[src/rtl/cbrs_pkg.sv]
// package of constants and types for the cpu bus request scheduler
// Notes on behaviour
// - locked data transfers win over every other bus request (a locked write stalls behind a full write buffer until it drains)
// - second half of a split word or channel transfer ranks second
// - external bus-hold request ranks third
// - execution-unit data transfer ranks fifth, above prefetch
// - prefetch ranks lowest and runs only when nothing else is pending
// - prefetch starts are blocked two clocks before a data transfer
// - protected mode prefetch never faults and stops at last code word
// - executing past the last complete instruction raises fault 13
// - even last byte: full word fetched, extra byte executes as fault 13
// - prefetch may follow any bus cycle with no idle clocks
// - a started prefetch is never aborted by a data request
// - a write meeting a busy bus is held in a buffer, execution continues (locked writes are not buffered and wait for the bus)
// - only one write buffered; a second write stalls execution
// - data reads and writes run back to back without idle cycles
// - each channel operation takes at least two bus cycles
// - channel cycles use ordinary read and write timing
// - channel word transfer is indivisible; no data or prefetch inside it
// - channel transfers are always words
// - odd channel memory address splits into two bytes, three cycles total
// - prefetch requested when two or more queue bytes are empty
// - odd control-transfer target gives one byte fetch, else word fetches
// - prefetch stops once a control transfer or halt is queued
package cbrs_pkg;
	localparam int          ADDR_W       = 24;
	localparam int          QUEUE_BYTES  = 6;
	localparam int          PF_MIN_FREE  = 2;
	localparam int          PF_INHIBIT   = 2;
	localparam logic [7:0]  GP_FAULT_VEC = 8'h0d;

	// bus cycle kinds driven with each started cycle
	typedef enum logic [2:0] {
		CBRS_K_READ  = 3'h0,
		CBRS_K_WRITE = 3'h1,
		CBRS_K_CPRD  = 3'h2,
		CBRS_K_CPWR  = 3'h3,
		CBRS_K_FETCH = 3'h4
	} cbrs_kind_t;

	// requester codes, one-hot in priority order
	typedef enum logic [6:0] {
		CBRS_G_NONE  = 7'h00,
		CBRS_G_LOCK  = 7'h01,
		CBRS_G_SPLIT = 7'h02,
		CBRS_G_HOLD  = 7'h04,
		CBRS_G_CP    = 7'h08,
		CBRS_G_EXEC  = 7'h10,
		CBRS_G_WBUF  = 7'h20,
		CBRS_G_PF    = 7'h40
	} cbrs_grant_t;

	// sequencer states
	typedef enum logic [3:0] {
		CBRS_S_IDLE = 4'h1,
		CBRS_S_BUSY = 4'h2,
		CBRS_S_HOLD = 4'h4,
		CBRS_S_CHAN = 4'h8
	} cbrs_state_t;
endpackage

[src/rtl/cbrs_sched.sv]
// bus request scheduler: priorities, write buffer, channel sequencing
`timescale 1ns/10ps
module cbrs_sched #(
	parameter int AW = cbrs_pkg::ADDR_W
) (
	// clock, reset, enable
	input  wire logic          clk_i,
	input  wire logic          rst_n_i,
	input  wire logic          ce_i,
	// execution unit data requests
	input  wire logic          exec_req_i,
	input  wire logic          exec_wr_i,
	input  wire logic          exec_lock_i,
	input  wire logic          exec_pre_i,
	input  wire logic [AW-1:0] exec_addr_i,
	input  wire logic [15:0]   exec_wdata_i,
	input  wire logic          exec_word_i,
	output logic               exec_ack_o,
	output logic               exec_stall_o,
	// instruction queue and control flow
	input  wire logic [2:0]    queue_free_i,
	input  wire logic          flow_stop_i,
	input  wire logic          jump_i,
	input  wire logic [AW-1:0] jump_addr_i,
	input  wire logic          prot_mode_i,
	input  wire logic [AW-1:0] seg_last_i,
	input  wire logic [AW-1:0] exec_ip_i,
	input  wire logic [AW-1:0] instr_end_i,
	output logic               gp_fault_o,
	output logic [7:0]         fault_vec_o,
	// coprocessor channel
	input  wire logic          coproc_xfer_request_i,
	input  wire logic          cp_to_mem_i,
	input  wire logic [AW-1:0] cp_addr_i,
	// external hold
	input  wire logic          hold_i,
	output logic               hold_ack_o,
	// local bus cycle start and end
	input  wire logic          bus_done_i,
	output logic               cyc_start_o,
	output logic [2:0]         cyc_kind_o,
	output logic [AW-1:0]      cyc_addr_o,
	output logic [15:0]        cyc_wdata_o,
	output logic               cyc_byte_o,
	output logic               cyc_lock_o
);
	localparam int NREQ = 7;

	cbrs_pkg::cbrs_state_t state_ff;
	logic [NREQ-1:0]       req;
	logic [NREQ-1:0]       gnt;
	logic                  wb_full_ff;
	logic [AW-1:0]         wb_addr_ff;
	logic [15:0]           wb_data_ff;
	logic                  wb_byte_ff;
	logic                  split_ff;
	logic [AW-1:0]         split_addr_ff;
	logic [1:0]            chan_left_ff;
	logic                  chan_odd_ff;
	logic [1:0]            inh_ff;
	logic                  pf_busy_ff;
	logic                  pf_stop_ff;
	logic                  boundary;
	logic [AW-1:0]         fetch_addr;
	logic                  fetch_byte;
	logic                  at_limit;
	logic                  pf_ok;
	logic                  exec_write_buf;
	logic                  exec_direct;

	initial begin
		if (AW < 2) $error("cbrs_sched address too narrow");
	end

	// =========================================================
	// request collection
	// =========================================================
	assign boundary = (state_ff == cbrs_pkg::CBRS_S_IDLE) || (state_ff == cbrs_pkg::CBRS_S_BUSY && bus_done_i && !split_ff && chan_left_ff == 2'h0);
	// an idle bus takes a write directly, so buffering never costs a clock
	assign exec_write_buf = exec_req_i && exec_wr_i && !exec_lock_i && !wb_full_ff
		&& !boundary;
	assign exec_direct    = exec_req_i && !exec_write_buf && !(exec_wr_i && wb_full_ff);

	// prefetch: queue room, not suppressed ahead of data, not stopped, not past limit
	assign pf_ok = (queue_free_i >= 3'(cbrs_pkg::PF_MIN_FREE))
		&& inh_ff == 2'h0 && !exec_pre_i
		&& !pf_stop_ff && !flow_stop_i
		&& !at_limit;

	always_comb begin
		req    = '0;
		req[0] = exec_direct && exec_lock_i;
		req[1] = 1'b0; // split halves run inside the busy state
		req[2] = hold_i;
		req[3] = coproc_xfer_request_i;
		req[4] = exec_direct && !exec_lock_i;
		req[5] = wb_full_ff;
		req[6] = pf_ok && !exec_req_i && !(|req[5:0]);
	end

	cbrs_prio #(
		.N (NREQ)
	) u_prio (
		.req_i (req),
		.gnt_o (gnt)
	);

	cbrs_fetch_limit #(
		.AW (AW)
	) u_fetch (
		.clk_i        (clk_i),
		.rst_n_i      (rst_n_i),
		.ce_i         (ce_i),
		.jump_i       (jump_i),
		.jump_addr_i  (jump_addr_i),
		.prot_mode_i  (prot_mode_i),
		.seg_last_i   (seg_last_i),
		.fetch_done_i (pf_busy_ff && bus_done_i && ce_i),
		.fetch_addr_o (fetch_addr),
		.fetch_byte_o (fetch_byte),
		.at_limit_o   (at_limit)
	);

	// =========================================================
	// prefetch suppression and stop
	// =========================================================
	always_ff @(posedge clk_i or negedge rst_n_i) begin
		if (!rst_n_i) begin
			inh_ff <= 2'h0;
		end else if (ce_i) begin
			if (exec_pre_i) begin
				inh_ff <= 2'(cbrs_pkg::PF_INHIBIT);
			end else if (inh_ff != 2'h0) begin
				inh_ff <= inh_ff - 2'h1;
			end
		end
	end

	always_ff @(posedge clk_i or negedge rst_n_i) begin
		if (!rst_n_i) begin
			pf_stop_ff <= 1'b0;
		end else if (ce_i) begin
			// a stop queued together with a jump wins
			if (flow_stop_i) begin
				pf_stop_ff <= 1'b1;
			end else if (jump_i) begin
				pf_stop_ff <= 1'b0;
			end
		end
	end

	// =========================================================
	// write buffer, single entry
	// =========================================================
	always_ff @(posedge clk_i or negedge rst_n_i) begin
		if (!rst_n_i) begin
			wb_full_ff <= 1'b0;
			wb_addr_ff <= '0;
			wb_data_ff <= 16'h0000;
			wb_byte_ff <= 1'b0;
		end else if (ce_i) begin
			if (exec_write_buf) begin
				wb_full_ff <= 1'b1;
				wb_addr_ff <= exec_addr_i;
				wb_data_ff <= exec_wdata_i;
				wb_byte_ff <= !exec_word_i;
			end else if (boundary && gnt[5]) begin
				wb_full_ff <= 1'b0;
			end
		end
	end

	assign exec_stall_o = exec_req_i && exec_wr_i && wb_full_ff;
	assign exec_ack_o   = ce_i && (exec_write_buf || (boundary && (gnt[0] || gnt[4])));

	// =========================================================
	// bus cycle sequencer
	// =========================================================
	always_ff @(posedge clk_i or negedge rst_n_i) begin
		if (!rst_n_i) begin
			state_ff      <= cbrs_pkg::CBRS_S_IDLE;
			cyc_start_o   <= 1'b0;
			cyc_kind_o    <= 3'h0;
			cyc_addr_o    <= '0;
			cyc_wdata_o   <= 16'h0000;
			cyc_byte_o    <= 1'b0;
			cyc_lock_o    <= 1'b0;
			split_ff      <= 1'b0;
			split_addr_ff <= '0;
			chan_left_ff  <= 2'h0;
			chan_odd_ff   <= 1'b0;
			pf_busy_ff    <= 1'b0;
		end else if (ce_i) begin
			cyc_start_o <= 1'b0;
			case (state_ff)
				cbrs_pkg::CBRS_S_HOLD: begin
					if (!hold_i) begin
						state_ff <= cbrs_pkg::CBRS_S_IDLE;
					end
				end
				default: begin
					if (state_ff == cbrs_pkg::CBRS_S_BUSY && bus_done_i && split_ff) begin
						// second byte of an odd word, priority two
						split_ff    <= 1'b0;
						cyc_start_o <= 1'b1;
						cyc_addr_o  <= split_addr_ff;
						cyc_byte_o  <= 1'b1;
					end else if (state_ff == cbrs_pkg::CBRS_S_BUSY && bus_done_i
						&& chan_left_ff != 2'h0) begin
						// rest of channel word runs unbroken
						chan_left_ff <= chan_left_ff - 2'h1;
						cyc_start_o  <= 1'b1;
						if (cp_to_mem_i) begin
							cyc_kind_o <= 3'(cbrs_pkg::CBRS_K_WRITE);
							cyc_addr_o <= (chan_odd_ff && chan_left_ff == 2'h1)
								? cp_addr_i + AW'(1) : cp_addr_i;
							cyc_byte_o <= chan_odd_ff;
						end else if (chan_odd_ff && chan_left_ff == 2'h2) begin
							cyc_kind_o <= 3'(cbrs_pkg::CBRS_K_READ);
							cyc_addr_o <= cp_addr_i + AW'(1);
							cyc_byte_o <= 1'b1;
						end else begin
							cyc_kind_o <= 3'(cbrs_pkg::CBRS_K_CPWR);
							cyc_byte_o <= 1'b0;
						end
					end else if (boundary) begin
						pf_busy_ff  <= gnt[6];
						cyc_lock_o  <= gnt[0];
						cyc_start_o <= |gnt & !gnt[2];
						state_ff    <= cbrs_pkg::CBRS_S_BUSY;
						case (1'b1)
							gnt[0], gnt[4]: begin
								cyc_kind_o  <= exec_wr_i ? 3'(cbrs_pkg::CBRS_K_WRITE)
									: 3'(cbrs_pkg::CBRS_K_READ);
								cyc_addr_o  <= exec_addr_i;
								cyc_wdata_o <= exec_wdata_i;
								cyc_byte_o  <= !exec_word_i || exec_addr_i[0];
								split_ff    <= exec_word_i && exec_addr_i[0];
								split_addr_ff <= exec_addr_i + AW'(1);
							end
							gnt[2]: begin
								state_ff <= cbrs_pkg::CBRS_S_HOLD;
							end
							gnt[3]: begin
								// two cycles, three when memory side is odd
								chan_odd_ff  <= cp_addr_i[0];
								chan_left_ff <= cp_addr_i[0] ? 2'h2 : 2'h1;
								cyc_kind_o   <= cp_to_mem_i ? 3'(cbrs_pkg::CBRS_K_CPRD)
									: 3'(cbrs_pkg::CBRS_K_READ);
								cyc_addr_o   <= cp_addr_i;
								cyc_byte_o   <= cp_addr_i[0] && !cp_to_mem_i;
							end
							gnt[5]: begin
								cyc_kind_o  <= 3'(cbrs_pkg::CBRS_K_WRITE);
								cyc_addr_o  <= wb_addr_ff;
								cyc_wdata_o <= wb_data_ff;
								cyc_byte_o  <= wb_byte_ff || wb_addr_ff[0];
								split_ff    <= !wb_byte_ff && wb_addr_ff[0];
								split_addr_ff <= wb_addr_ff + AW'(1);
							end
							gnt[6]: begin
								cyc_kind_o <= 3'(cbrs_pkg::CBRS_K_FETCH);
								cyc_addr_o <= fetch_addr;
								cyc_byte_o <= fetch_byte;
							end
							default: begin
								state_ff <= cbrs_pkg::CBRS_S_IDLE;
							end
						endcase
					end
					// a prefetch in flight holds off everything until bus_done
				end
			endcase
		end
	end

	assign hold_ack_o = state_ff == cbrs_pkg::CBRS_S_HOLD;

	// =========================================================
	// code limit fault
	// =========================================================
	always_ff @(posedge clk_i or negedge rst_n_i) begin
		if (!rst_n_i) begin
			gp_fault_o  <= 1'b0;
			fault_vec_o <= 8'h00;
		end else if (ce_i) begin
			// past last full instruction, including the padding byte
			gp_fault_o  <= prot_mode_i && (exec_ip_i > instr_end_i || exec_ip_i > seg_last_i);
			fault_vec_o <= cbrs_pkg::GP_FAULT_VEC;
		end
	end

	// =========================================================
	// checks
	// =========================================================
	lock_first_a: assert property (@(posedge clk_i) disable iff (!rst_n_i)
		ce_i && boundary && req[0] |=> cyc_lock_o && cyc_start_o)
		else $error("locked request lost to lower priority");
	split_second_a: assert property (@(posedge clk_i) disable iff (!rst_n_i)
		ce_i && state_ff == cbrs_pkg::CBRS_S_BUSY && bus_done_i && split_ff
		|=> cyc_start_o && cyc_byte_o && !split_ff)
		else $error("second byte not issued");
	hold_grant_a: assert property (@(posedge clk_i) disable iff (!rst_n_i)
		ce_i && boundary && hold_i && !req[0] |=> hold_ack_o)
		else $error("hold not granted");
	cp_over_exec_a: assert property (@(posedge clk_i) disable iff (!rst_n_i)
		ce_i && boundary && req[3] && !(|req[2:0]) |=> !cyc_lock_o && chan_left_ff != 2'h0)
		else $error("channel lost to lower priority");
	exec_over_pf_a: assert property (@(posedge clk_i) disable iff (!rst_n_i)
		ce_i && boundary && req[4] && !(|req[3:0])
		|=> cyc_start_o && cyc_kind_o != 3'(cbrs_pkg::CBRS_K_FETCH))
		else $error("prefetch beat data");
	pf_inhibit_a: assert property (@(posedge clk_i) disable iff (!rst_n_i)
		ce_i && exec_pre_i |=> !req[6] ##1 !req[6])
		else $error("prefetch within inhibit window");
	wb_stall_a: assert property (@(posedge clk_i) disable iff (!rst_n_i)
		wb_full_ff && exec_req_i && exec_wr_i |-> exec_stall_o && !exec_ack_o)
		else $error("second write not stalled");
	pf_no_abort_a: assert property (@(posedge clk_i) disable iff (!rst_n_i)
		state_ff == cbrs_pkg::CBRS_S_BUSY && pf_busy_ff && !bus_done_i |=> !cyc_start_o)
		else $error("prefetch preempted");
	chan_word_a: assert property (@(posedge clk_i) disable iff (!rst_n_i)
		cyc_start_o && cyc_kind_o == 3'(cbrs_pkg::CBRS_K_CPWR) |-> !cyc_byte_o)
		else $error("byte channel transfer");
	fault_vec_a: assert property (@(posedge clk_i) disable iff (!rst_n_i)
		gp_fault_o |-> fault_vec_o == 8'h0d)
		else $error("wrong fault vector");

	pf_cycle_c: cover property (@(posedge clk_i) disable iff (!rst_n_i)
		cyc_start_o && cyc_kind_o == 3'(cbrs_pkg::CBRS_K_FETCH));
	chan_odd_c: cover property (@(posedge clk_i) disable iff (!rst_n_i)
		boundary && gnt[3] && cp_addr_i[0]);
	wb_stall_c: cover property (@(posedge clk_i) disable iff (!rst_n_i) exec_stall_o);
	hold_c: cover property (@(posedge clk_i) disable iff (!rst_n_i) hold_ack_o);
endmodule

[src/rtl/cbrs_prio.sv]
// fixed-priority picker across bus requesters
`timescale 1ns/10ps
module cbrs_prio #(
	parameter int N = 7
) (
	// requests, bit 0 highest
	input  wire logic [N-1:0] req_i,
	// one-hot grant
	output logic      [N-1:0] gnt_o
);
	initial begin
		if (N < 2) $error("cbrs_prio needs at least two requesters");
	end

	// lowest set bit wins; all others wait
	always_comb begin
		gnt_o = req_i & (~req_i + {{(N-1){1'b0}}, 1'b1});
	end
endmodule

[src/rtl/cbrs_fetch_limit.sv]
// prefetch address generator with code segment limit handling
`timescale 1ns/10ps
module cbrs_fetch_limit #(
	parameter int AW = cbrs_pkg::ADDR_W
) (
	// clock and reset
	input  wire logic          clk_i,
	input  wire logic          rst_n_i,
	input  wire logic          ce_i,
	// control transfer and fetch progress
	input  wire logic          jump_i,
	input  wire logic [AW-1:0] jump_addr_i,
	input  wire logic          prot_mode_i,
	input  wire logic [AW-1:0] seg_last_i,
	input  wire logic          fetch_done_i,
	// next fetch
	output logic      [AW-1:0] fetch_addr_o,
	output logic               fetch_byte_o,
	output logic               at_limit_o
);
	logic [AW-1:0] addr_ff;
	logic [AW-1:0] nxt_addr;

	initial begin
		if (AW < 2) $error("cbrs_fetch_limit address too narrow");
	end

	always_ff @(posedge clk_i or negedge rst_n_i) begin
		if (!rst_n_i) begin
			addr_ff <= '0;
		end else if (ce_i) begin
			if (jump_i) begin
				addr_ff <= jump_addr_i;
			end else if (fetch_done_i) begin
				addr_ff <= nxt_addr;
			end
		end
	end

	// a fetch ending now hands its successor to a start in the same cycle
	always_comb begin
		nxt_addr = addr_ff;
		if (fetch_done_i) begin
			// odd start is one byte, then aligned words
			nxt_addr = {addr_ff[AW-1:1] + {{(AW-2){1'b0}}, 1'b1}, 1'b0};
		end
	end

	assign fetch_addr_o = nxt_addr;
	assign fetch_byte_o = nxt_addr[0];
	// word holding the last byte is the final fetch, even byte included
	assign at_limit_o   = prot_mode_i && (nxt_addr[AW-1:1] > seg_last_i[AW-1:1]);
endmodule

[config.mk]
export PLATFORM = sky130hd
export DESIGN_NAME = cbrs_sched
export DESIGN_NICKNAME = d
export VERILOG_FILES = /design/src/rtl/cbrs_pkg.sv /design/src/rtl/cbrs_sched.sv /design/src/rtl/cbrs_prio.sv /design/src/rtl/cbrs_fetch_limit.sv
export SDC_FILE = /design/constraint.sdc
export NUM_CORES = 1
export LEC_CHECK = 0
export BUFFER_PORTS_ARGS = -buffer_cell sky130_fd_sc_hd__buf_4
export CORE_MARGIN = 2
export CORE_UTILIZATION = 59
export CTS_CLUSTER_SIZE = 24
export DETAILED_ROUTE_END_ITERATION = 6
export PLACE_DENSITY = 0.85
export SLEW_MARGIN = 5
export SYNTH_ARGS = -nofsm -noshare
export SYNTH_HDL_FRONTEND = slang
export SYNTH_SLANG_ARGS = --single-unit
[constraint.sdc]
create_clock -name clk_i -period 8.8 [get_ports clk_i]
set_input_delay 1.32 -clock clk_i [delete_from_list [all_inputs] [get_ports clk_i]]
set_output_delay 1.32 -clock clk_i [all_outputs]
set_load 0.01 [all_outputs]
==> impl_metrics.prom, run 1 <==
# TYPE chip_impl_metric gauge
chip_impl_metric{name="postLayoutCoreUtil",unit="%"} 72.8
chip_impl_metric{name="chipHeight",unit="um"} 141
chip_impl_metric{name="cts_post_setup_buffers_inserted",unit=""} 0
chip_impl_metric{name="grt_max_degree",unit=""} 84
chip_impl_metric{name="routed_wire_length_per_instance",unit="um"} 19.7
chip_impl_metric{name="dr_total_vias",unit=""} 10800
chip_impl_metric{name="yosysWarningCount",unit=""} 0
chip_impl_info{name="path_class",value="input port to register"} 1
chip_impl_metric{name="timing_max_transition_violations_final",unit=""} 0
chip_impl_info{name="critPathMostFrequentCell",value="nand3_1"} 1
chip_impl_metric{name="fmax",unit="GHz"} 0.174
chip_impl_metric{name="slew_headroom",unit="%"} 20.0
chip_impl_metric{name="post_route_cells_drive_above_1_share",unit="%"} 24.5
chip_impl_metric{name="row_count",unit=""} 50
chip_impl_metric{name="synth_sequential_area_ratio",unit="%"} 33.6
chip_impl_metric{name="drv_cap",unit=""} 0
chip_impl_metric{name="clock_sinks",unit=""} 149
chip_impl_metric{name="worst_pin_slew",unit="ps"} 1190
chip_impl_metric{name="total_leakage_power",unit="nW"} 6.51
chip_impl_info{name="most-common-layout-cells",value="buf_4, dfrtp_1, nand2_1"} 1
chip_impl_metric{name="cts-buffers-inserted",unit=""} 17
chip_impl_metric{name="netlist_area",unit="mm^2"} 0.0111
chip_impl_metric{name="total_overflow_reported_by_the_global_router",unit=""} 0
chip_impl_metric{name="power.ir.vdd_worst",unit="mV"} 0.166
chip_impl_metric{name="final_nets",unit=""} 1711
chip_impl_metric{name="synth_area_per_cell",unit="um^2"} 8.79
chip_impl_metric{name="gp_congestion",unit=""} 0.938
chip_impl_metric{name="synth_cell_type_count",unit=""} 76
chip_impl_metric{name="final_cell_area",unit="mm^2"} 0.0135
chip_impl_info{name="clock-root-buffer",value="clkbuf_16"} 1
chip_impl_info{name="outcome",value="finished, final reports clean"} 1
chip_impl_metric{name="worst-path-max-fanout",unit=""} 24
chip_impl_metric{name="clock-skew-final",unit="ps"} 14.5
chip_impl_metric{name="cts_repair_resize_count",unit=""} 0
chip_impl_metric{name="totalNegativeSetupSlack",unit="ps"} 0
chip_impl_metric{name="p_per_area",unit="mW/mm^2"} 240
chip_impl_metric{name="drc",unit=""} 0
chip_impl_metric{name="finalHoldViolCount",unit=""} 0
chip_impl_info{name="tritoncts_clock_tree",value="done"} 1
chip_impl_metric{name="drt_pre_antenna_iters",unit=""} 7
chip_impl_metric{name="period_share",unit="%"} 65.1
chip_impl_metric{name="routed_wirelength",unit="mm"} 33.5
chip_impl_metric{name="required",unit="ps"} 9110
chip_impl_metric{name="vias_per_cell",unit=""} 6.32
chip_impl_metric{name="worst-path-buf-inv",unit=""} 1
chip_impl_metric{name="violation_count_after_the_first_detailed_route_iteration",unit=""} 1172
chip_impl_metric{name="netlist_instances",unit=""} 1263
chip_impl_metric{name="die_w",unit="um"} 141
chip_impl_info{name="worst_setup_path_end_kind",value="register"} 1
chip_impl_metric{name="synth_enable_flop_cells",unit=""} 0
chip_impl_metric{name="ctsHoldBuffers",unit=""} 0
chip_impl_metric{name="floorplan.core_area",unit="mm^2"} 0.0186
chip_impl_metric{name="cts-root-to-sink-buffers",unit=""} 2
chip_impl_metric{name="globalRouteTotalUtil",unit="%"} 33.6
chip_impl_info{name="unrepaired_setup_endpoints_after_global_routing",value="no"} 1
chip_impl_metric{name="io_pins",unit=""} 236
chip_impl_metric{name="path_clk_slew",unit="ps"} 60
chip_impl_metric{name="dieArea",unit="mm^2"} 0.0199
chip_impl_info{name="worst_path_cell_chain",value="buf_4 -> nand3_1 -> nor3_1 -> nand3_1 -> xnor2_1 -> ha_1 -> nand4_1 -> nor2_1 -> a221oi_1 -> nand3_1 -> a31oi_1 -> a31o_2 -> mux2_2"} 1
chip_impl_metric{name="minimum_clock_period_after_layout",unit="ps"} 5730
chip_impl_info{name="synth-main-ff-cell",value="dfrtp_1"} 1
chip_impl_metric{name="clock_tree.htree_level_count",unit=""} 4
chip_impl_metric{name="grt_first_pass_wirelength",unit="mm"} 53.2
chip_impl_metric{name="report.final.setup_viol",unit=""} 0
chip_impl_info{name="mostFrequentLayoutCell",value="buf_4"} 1
chip_impl_metric{name="critical_path.max_stage_delay",unit="ps"} 770
chip_impl_metric{name="place_hpwl",unit="mm"} 24.9
chip_impl_metric{name="min_path_cells",unit=""} 2
chip_impl_info{name="crit_family",value="simple AND/OR/NAND/NOR gates"} 1
chip_impl_metric{name="ff2ff_path_depth",unit=""} 13
chip_impl_metric{name="num_antenna_cells",unit=""} 0
chip_impl_info{name="slowest_stage",value="nor3_1"} 1
chip_impl_metric{name="cp.arrival",unit="ps"} 6040
chip_impl_metric{name="async_reset_ff_share",unit="%"} 100
chip_impl_metric{name="critical_path_depth",unit=""} 13
chip_impl_metric{name="grt_pass1_vias",unit=""} 10500
chip_impl_metric{name="grt_antenna_before_repair",unit=""} 1
chip_impl_info{name="hold_class",value="register to register"} 1
chip_impl_metric{name="ys_ff_latch",unit=""} 149
chip_impl_metric{name="initial_core_util",unit="%"} 59.8
chip_impl_metric{name="dpl-instance-area",unit="mm^2"} 0.0129
chip_impl_metric{name="final_antenna_net_count",unit=""} 0
chip_impl_metric{name="areaGrowthSynthToFinish",unit="%"} 21.8
chip_impl_metric{name="port-buffer-count",unit=""} 229
chip_impl_info{name="crit_path_start_kind",value="input port"} 1
chip_impl_metric{name="clk_latency",unit="ps"} 430
-- report_power, final --
| part | switching (mW) | leakage, nW | internal (mW) |
|---|---|---|---|
| clock network | 0.297 | 0.289 | 0.449 |
| logic | 0.663 | 4.40 | 0.626 |
| registers | 0.242 | 1.82 | 0.964 |
| total | 1.20 | 6.51 | 2.04 |
-- per-stage QoR --
stage	hold slack, ps	total power, mW	instances	worst slack (ps)
after global placement	463	2.41	1670	2790
after floorplan	450	1.97	1267	4140
final	486	3.24	1701	3070
after CTS	486	3.23	1701	3120
after detailed placement	472	2.47	1670	2680
after global routing	505	3.43	1701	2750
-- kinds of logic after synthesis --
logic type | after synthesis | share of synthesized area, %
AOI/OAI and AO/OA | 335 | 18.9
other | 1 | 0.0338
adders and majority gates | 78 | 8.79
xor gates and xnor gates | 61 | 4.81
DFF | 149 | 33.6
and+or+nand+nor | 382 | 17.0
muxes | 122 | 11.7
buffers and inverters | 135 | 5.09
-- per-layer routing --
metal | global-route usage (%) | part of all wire (%) | vias to the layer above
li1 | - | - | 4987
met1 | 43.0 | 39 | 4949
met2 | 54.5 | 46 | 678
met3 | 6.49 | 10 | 136
met4 | 17.1 | 4.7 | 2
met5 | 0 | 0.048 | -
-- worst reg2reg max path: stages, from the launching register on --
cell      delay, ps
dfrtp_1         450
ha_1            190
nand4_1         240
nor2_1          640
nand4_1         200
xnor2_1         420
ha_1            330
nand4_1         160
nor2_1           60
a221oi_1        320
nand3_1         200
a31oi_1         490
a31o_2          750
mux2_2          420
-- registers in the layout, indices dropped and copies added (netlist names), 2 cells and up --
name / flops
chan_left_ff: 2
wb_data_ff: 16
wb_addr_ff: 24
cyc_kind_o: 3
inh_ff: 2
split_addr_ff: 24
state_ff: 3
cyc_wdata_o: 16
cyc_addr_o: 24
u_fetch.addr_ff: 24
-- Yosys cell counts (11+ instances only) --
master    number  area, um^2
xor2_1        35         307
mux2_2        63         709
nand2_1      131         492
o21ai_0       95         475
clkbuf_1      45         169
a221oi_1      12         105
nor4_1        11        68.8
inv_1         63         236
nor3_1        27         135
mux2i_1       56         561
xnor2_1       26         228
o211ai_1      11        82.6
dfrtp_1      148        3700
buf_2         11        55.1
a22oi_1       11        82.6
ha_1          78         976
nand4_1       32         200
and3_1        21         131
a31oi_1       20         125
nand3_1       35         175
nor2_1        80         300
a21oi_1       97         485
-- cell type report --
class                   instances  area, um^2
repair buffers                241        1810
fillers                      1439        5060
inverters                      63         236
flip-flops and latches        149        3730
multi-input cells             983        6850
well taps                     234         293
clock buffers                  22         484
clock inverters                 9         119
-- path summary, 6_finish.rpt --
kind | start | endpoint | slack (ps)
max | ce_i | cyc_addr_o[11] | 3070
min reg2reg | split_addr_ff[5] | split_addr_ff[5] | 490
max in group asynchronous | rst_n_i | wb_data_ff[1] | 6490
max reg2reg | u_fetch.addr_ff[1] | cyc_addr_o[11] | 3820
min in group asynchronous | rst_n_i | cyc_wdata_o[15] | 920
min | split_addr_ff[5] | split_addr_ff[5] | 490
No activity file was read; power rests on OpenSTA's default activity.
==> run 2: changes to the inputs <==
--- a/config.mk
+++ b/config.mk
@@ -7,10 +7,10 @@
 export LEC_CHECK = 0
 export BUFFER_PORTS_ARGS = -buffer_cell sky130_fd_sc_hd__buf_4
 export CORE_MARGIN = 2
-export CORE_UTILIZATION = 59
+export CORE_UTILIZATION = 56
 export CTS_CLUSTER_SIZE = 24
 export DETAILED_ROUTE_END_ITERATION = 6
-export PLACE_DENSITY = 0.85
+export PLACE_DENSITY = 0.82
 export SLEW_MARGIN = 5
 export SYNTH_ARGS = -nofsm -noshare
 export SYNTH_HDL_FRONTEND = slang
==> constraint.sdc (replaced) <==
create_clock -name clk_i -period 5.55 [get_ports clk_i]
set_input_delay 0.8325 -clock clk_i [delete_from_list [all_inputs] [get_ports clk_i]]
set_output_delay 0.8325 -clock clk_i [all_outputs]
set_load 0.01 [all_outputs]
==> run 2 against run 1 <==
Effect of this change:
- die area rose by 5.2%
- setup slack got worse by 2100 ps
- highest routed layer is now met4
- routed wire length fell by 1.1%
- clock skew fell by 3.8 ps
- non-clock buffer count rose by 8
- worst hold slack got worse by 7.4 ps
- critical path depth fell by 1
- flip-flop and latch count did not move
- total power rose by 58%
- global-route usage fell by 2.1 points
- combinational power rose by 58%
- sequential share of layout area fell by 0.17 points
==> impl_metrics.prom, run 2 (synthesis gave the netlist of run 1 again) <==
# TYPE chip_impl_metric gauge
chip_impl_info{name="outcome",value="finished, final reports clean"} 1
chip_impl_info{name="hold_class",value="input port to async pin"} 1
chip_impl_metric{name="worst-r2r-setup-slack",unit="ps"} 950
chip_impl_metric{name="violation_count_after_the_first_detailed_route_iteration",unit=""} 1106
chip_impl_metric{name="fmax",unit="GHz"} 0.217
chip_impl_info{name="mostFrequentLayoutCell",value="buf_4"} 1
chip_impl_metric{name="row_count",unit=""} 51
chip_impl_metric{name="seqPwrFrac",unit="%"} 37.2
chip_impl_metric{name="drc",unit=""} 0
chip_impl_metric{name="grt_antenna_before_repair",unit=""} 0
chip_impl_metric{name="routed_wirelength",unit="mm"} 33.1
chip_impl_info{name="path_class",value="register to register"} 1
chip_impl_metric{name="vias_per_cell",unit=""} 6.16
chip_impl_info{name="worst_r2r_endpoint",value="cyc_addr_o[20]"} 1
chip_impl_metric{name="total_switching_power",unit="mW"} 1.88
chip_impl_metric{name="clk_latency",unit="ps"} 440
chip_impl_metric{name="path_clk_slew",unit="ps"} 60
chip_impl_metric{name="final_nets",unit=""} 1719
chip_impl_metric{name="timing_max_transition_violations_final",unit=""} 0
chip_impl_metric{name="port-buffer-count",unit=""} 229
chip_impl_metric{name="clock_sinks",unit=""} 149
chip_impl_metric{name="grt_pass1_vias",unit=""} 10100
chip_impl_metric{name="post_route_cells_drive_above_1_share",unit="%"} 24.8
chip_impl_metric{name="drt_pre_antenna_iters",unit=""} 5
chip_impl_metric{name="gp_congestion",unit=""} 0.933
chip_impl_metric{name="io_pins",unit=""} 236
chip_impl_info{name="r2r-start",value="u_fetch.addr_ff[7]"} 1
chip_impl_metric{name="globalRouteTotalUtil",unit="%"} 31.5
chip_impl_metric{name="n_fill_cell",unit=""} 1540
chip_impl_metric{name="clock-skew-final",unit="ps"} 10.6
chip_impl_metric{name="worst_pin_slew",unit="ps"} 1190
chip_impl_metric{name="report.final.setup_viol",unit=""} 0
chip_impl_metric{name="dieArea",unit="mm^2"} 0.0210
chip_impl_metric{name="minimum_clock_period_after_layout",unit="ps"} 4600
chip_impl_metric{name="finalHoldViolCount",unit=""} 0
chip_impl_metric{name="initial_core_util",unit="%"} 57.1
chip_impl_metric{name="drv_cap",unit=""} 0
chip_impl_metric{name="slew_headroom",unit="%"} 19.7
chip_impl_metric{name="die_w",unit="um"} 145
chip_impl_info{name="clock-root-buffer",value="clkbuf_16"} 1
chip_impl_info{name="crit_path_start_kind",value="register"} 1
chip_impl_metric{name="p_per_area",unit="mW/mm^2"} 376
chip_impl_metric{name="routed_wire_length_per_instance",unit="um"} 19.0
chip_impl_metric{name="power.ir.vdd_worst",unit="mV"} 0.290
chip_impl_metric{name="switching_share",unit="%"} 36.8
chip_impl_metric{name="ctsHoldBuffers",unit=""} 0
chip_impl_metric{name="floorplan.core_area",unit="mm^2"} 0.0195
chip_impl_info{name="worst_path_cell_chain",value="nand4_1 -> nor2_1 -> nand4_1 -> xnor2_1 -> ha_1 -> nand4_1 -> nor2_1 -> a221oi_1 -> nand3_1 -> a31oi_1 -> a31o_2 -> mux2_2"} 1
chip_impl_metric{name="ff2ff_path_depth",unit=""} 12
chip_impl_metric{name="place_hpwl",unit="mm"} 24.7
chip_impl_info{name="most-common-layout-cells",value="buf_4, dfrtp_1, nand2_1"} 1
chip_impl_metric{name="total_overflow_reported_by_the_global_router",unit=""} 0
chip_impl_metric{name="cts-root-to-sink-buffers",unit=""} 2
chip_impl_info{name="critPathMostFrequentCell",value="nand4_1"} 1
chip_impl_metric{name="comb_power_share",unit="%"} 39.9
chip_impl_metric{name="period_share",unit="%"} 82.9
chip_impl_metric{name="cts_post_setup_buffers_inserted",unit=""} 0
chip_impl_metric{name="chipHeight",unit="um"} 145
chip_impl_metric{name="clock_tree.htree_level_count",unit=""} 4
chip_impl_metric{name="cp.arrival",unit="ps"} 4920
chip_impl_metric{name="areaGrowthSynthToFinish",unit="%"} 22.5
chip_impl_info{name="worst_setup_path_end_kind",value="register"} 1
chip_impl_metric{name="cts_repair_resize_count",unit=""} 0
chip_impl_metric{name="clock_power_share",unit="%"} 22.8
chip_impl_metric{name="final_antenna_net_count",unit=""} 0
chip_impl_metric{name="total_leakage_power",unit="nW"} 6.55
chip_impl_metric{name="finish.cell_count_without_fillers",unit=""} 1741
chip_impl_metric{name="required",unit="ps"} 5870
chip_impl_info{name="slowest_stage",value="a31o_2"} 1
chip_impl_metric{name="grt_first_pass_wirelength",unit="mm"} 51.6
chip_impl_info{name="unrepaired_setup_endpoints_after_global_routing",value="no"} 1
chip_impl_metric{name="internal_cell_power",unit="mW"} 3.24
chip_impl_metric{name="grt_max_degree",unit=""} 106
chip_impl_info{name="tritoncts_clock_tree",value="done"} 1
chip_impl_metric{name="dr_total_vias",unit=""} 10700
chip_impl_metric{name="cts-buffers-inserted",unit=""} 17
chip_impl_metric{name="worst-path-max-fanout",unit=""} 24
chip_impl_metric{name="num_antenna_cells",unit=""} 0
chip_impl_metric{name="placedCellCount",unit=""} 1709
chip_impl_metric{name="critical_path.max_stage_delay",unit="ps"} 730
chip_impl_metric{name="totalNegativeSetupSlack",unit="ps"} 0
[run 2: cell types whose count changed in the layout (fill, tap and decap cells not counted), sizes merged]
cell	previous run	this run
buf	241	249
clkbuf	22	25
clkinv	3	4
clkinvlp	2	1
inv	65	63
[run 2: metrics by stage]
step | hold WS [ps] | worst slack (ps) | utilization, % | area, um^2 | power, mW
3_3_place_gp | 462 | 771 | 66.9 | 13000 | 3.83
6_report | 479 | 949 | 69.9 | 13600 | 5.12
3_5_place_dp | 471 | 683 | 66.9 | 13000 | 3.91
4_1_cts | 484 | 1060 | 69.9 | 13600 | 5.10
5_1_grt | 510 | 693 | 69.9 | 13600 | 5.42
2_1_floorplan | 450 | 1380 | - | 11100 | 3.12
[run 2: critical path: cells and delay by family (launching register included)]
kind	cells	cell delay (ps)
multiplexers	1	420
XOR/XNOR	1	380
adder cells (fa/ha/maj)	1	330
AND/OR/NAND/NOR	6	1410
AO/OA/AOI/OAI	3	1470
flip-flops	1	460
[run 2: layer usage]
metal	up-vias	part of all wire, %	global-route usage (%)
li1	5003	-	-
met5	-	0	0
met2	610	45	50.8
met4	0	4.2	15.2
met1	5019	41	40.2
met3	98	9.7	6.88
[run 2: cell type report]
type	count	area, um^2	area share [%]
Clock buffer	25	495	3.64
Clock inverter	7	95.1	0.699
Inverter	63	236	1.74
Multi-Input combinational cell	983	6850	50.3
Sequential cell	149	3730	27.4
Tap cell	265	332	2.44
Timing Repair Buffer	249	1870	13.8
[run 2: worst max-delay path by stage]
stage	start	end	slack (ps)	cells after the start
3_5_place_dp	ce_i	cyc_addr_o[16]	680	14
5_1_grt	u_fetch.addr_ff[7]	cyc_addr_o[20]	690	12
2_1_floorplan	ce_i	cyc_addr_o[19]	1380	15
6_report	u_fetch.addr_ff[7]	cyc_addr_o[20]	950	12
4_1_cts	u_fetch.addr_ff[7]	cyc_addr_o[20]	1060	12
3_3_place_gp	ce_i	cyc_addr_o[22]	770	14
[run 2: power by group through the flow]
stage               Combinational [mW]  Clock, mW  Sequential [mW]
floorplan                         1.26          0             1.87
global placement                  1.95          0             1.88
detailed placement                2.02          0             1.89
CTS                               2.03       1.18             1.89
global route                      2.24       1.23             1.95
finish                            2.04       1.17             1.90
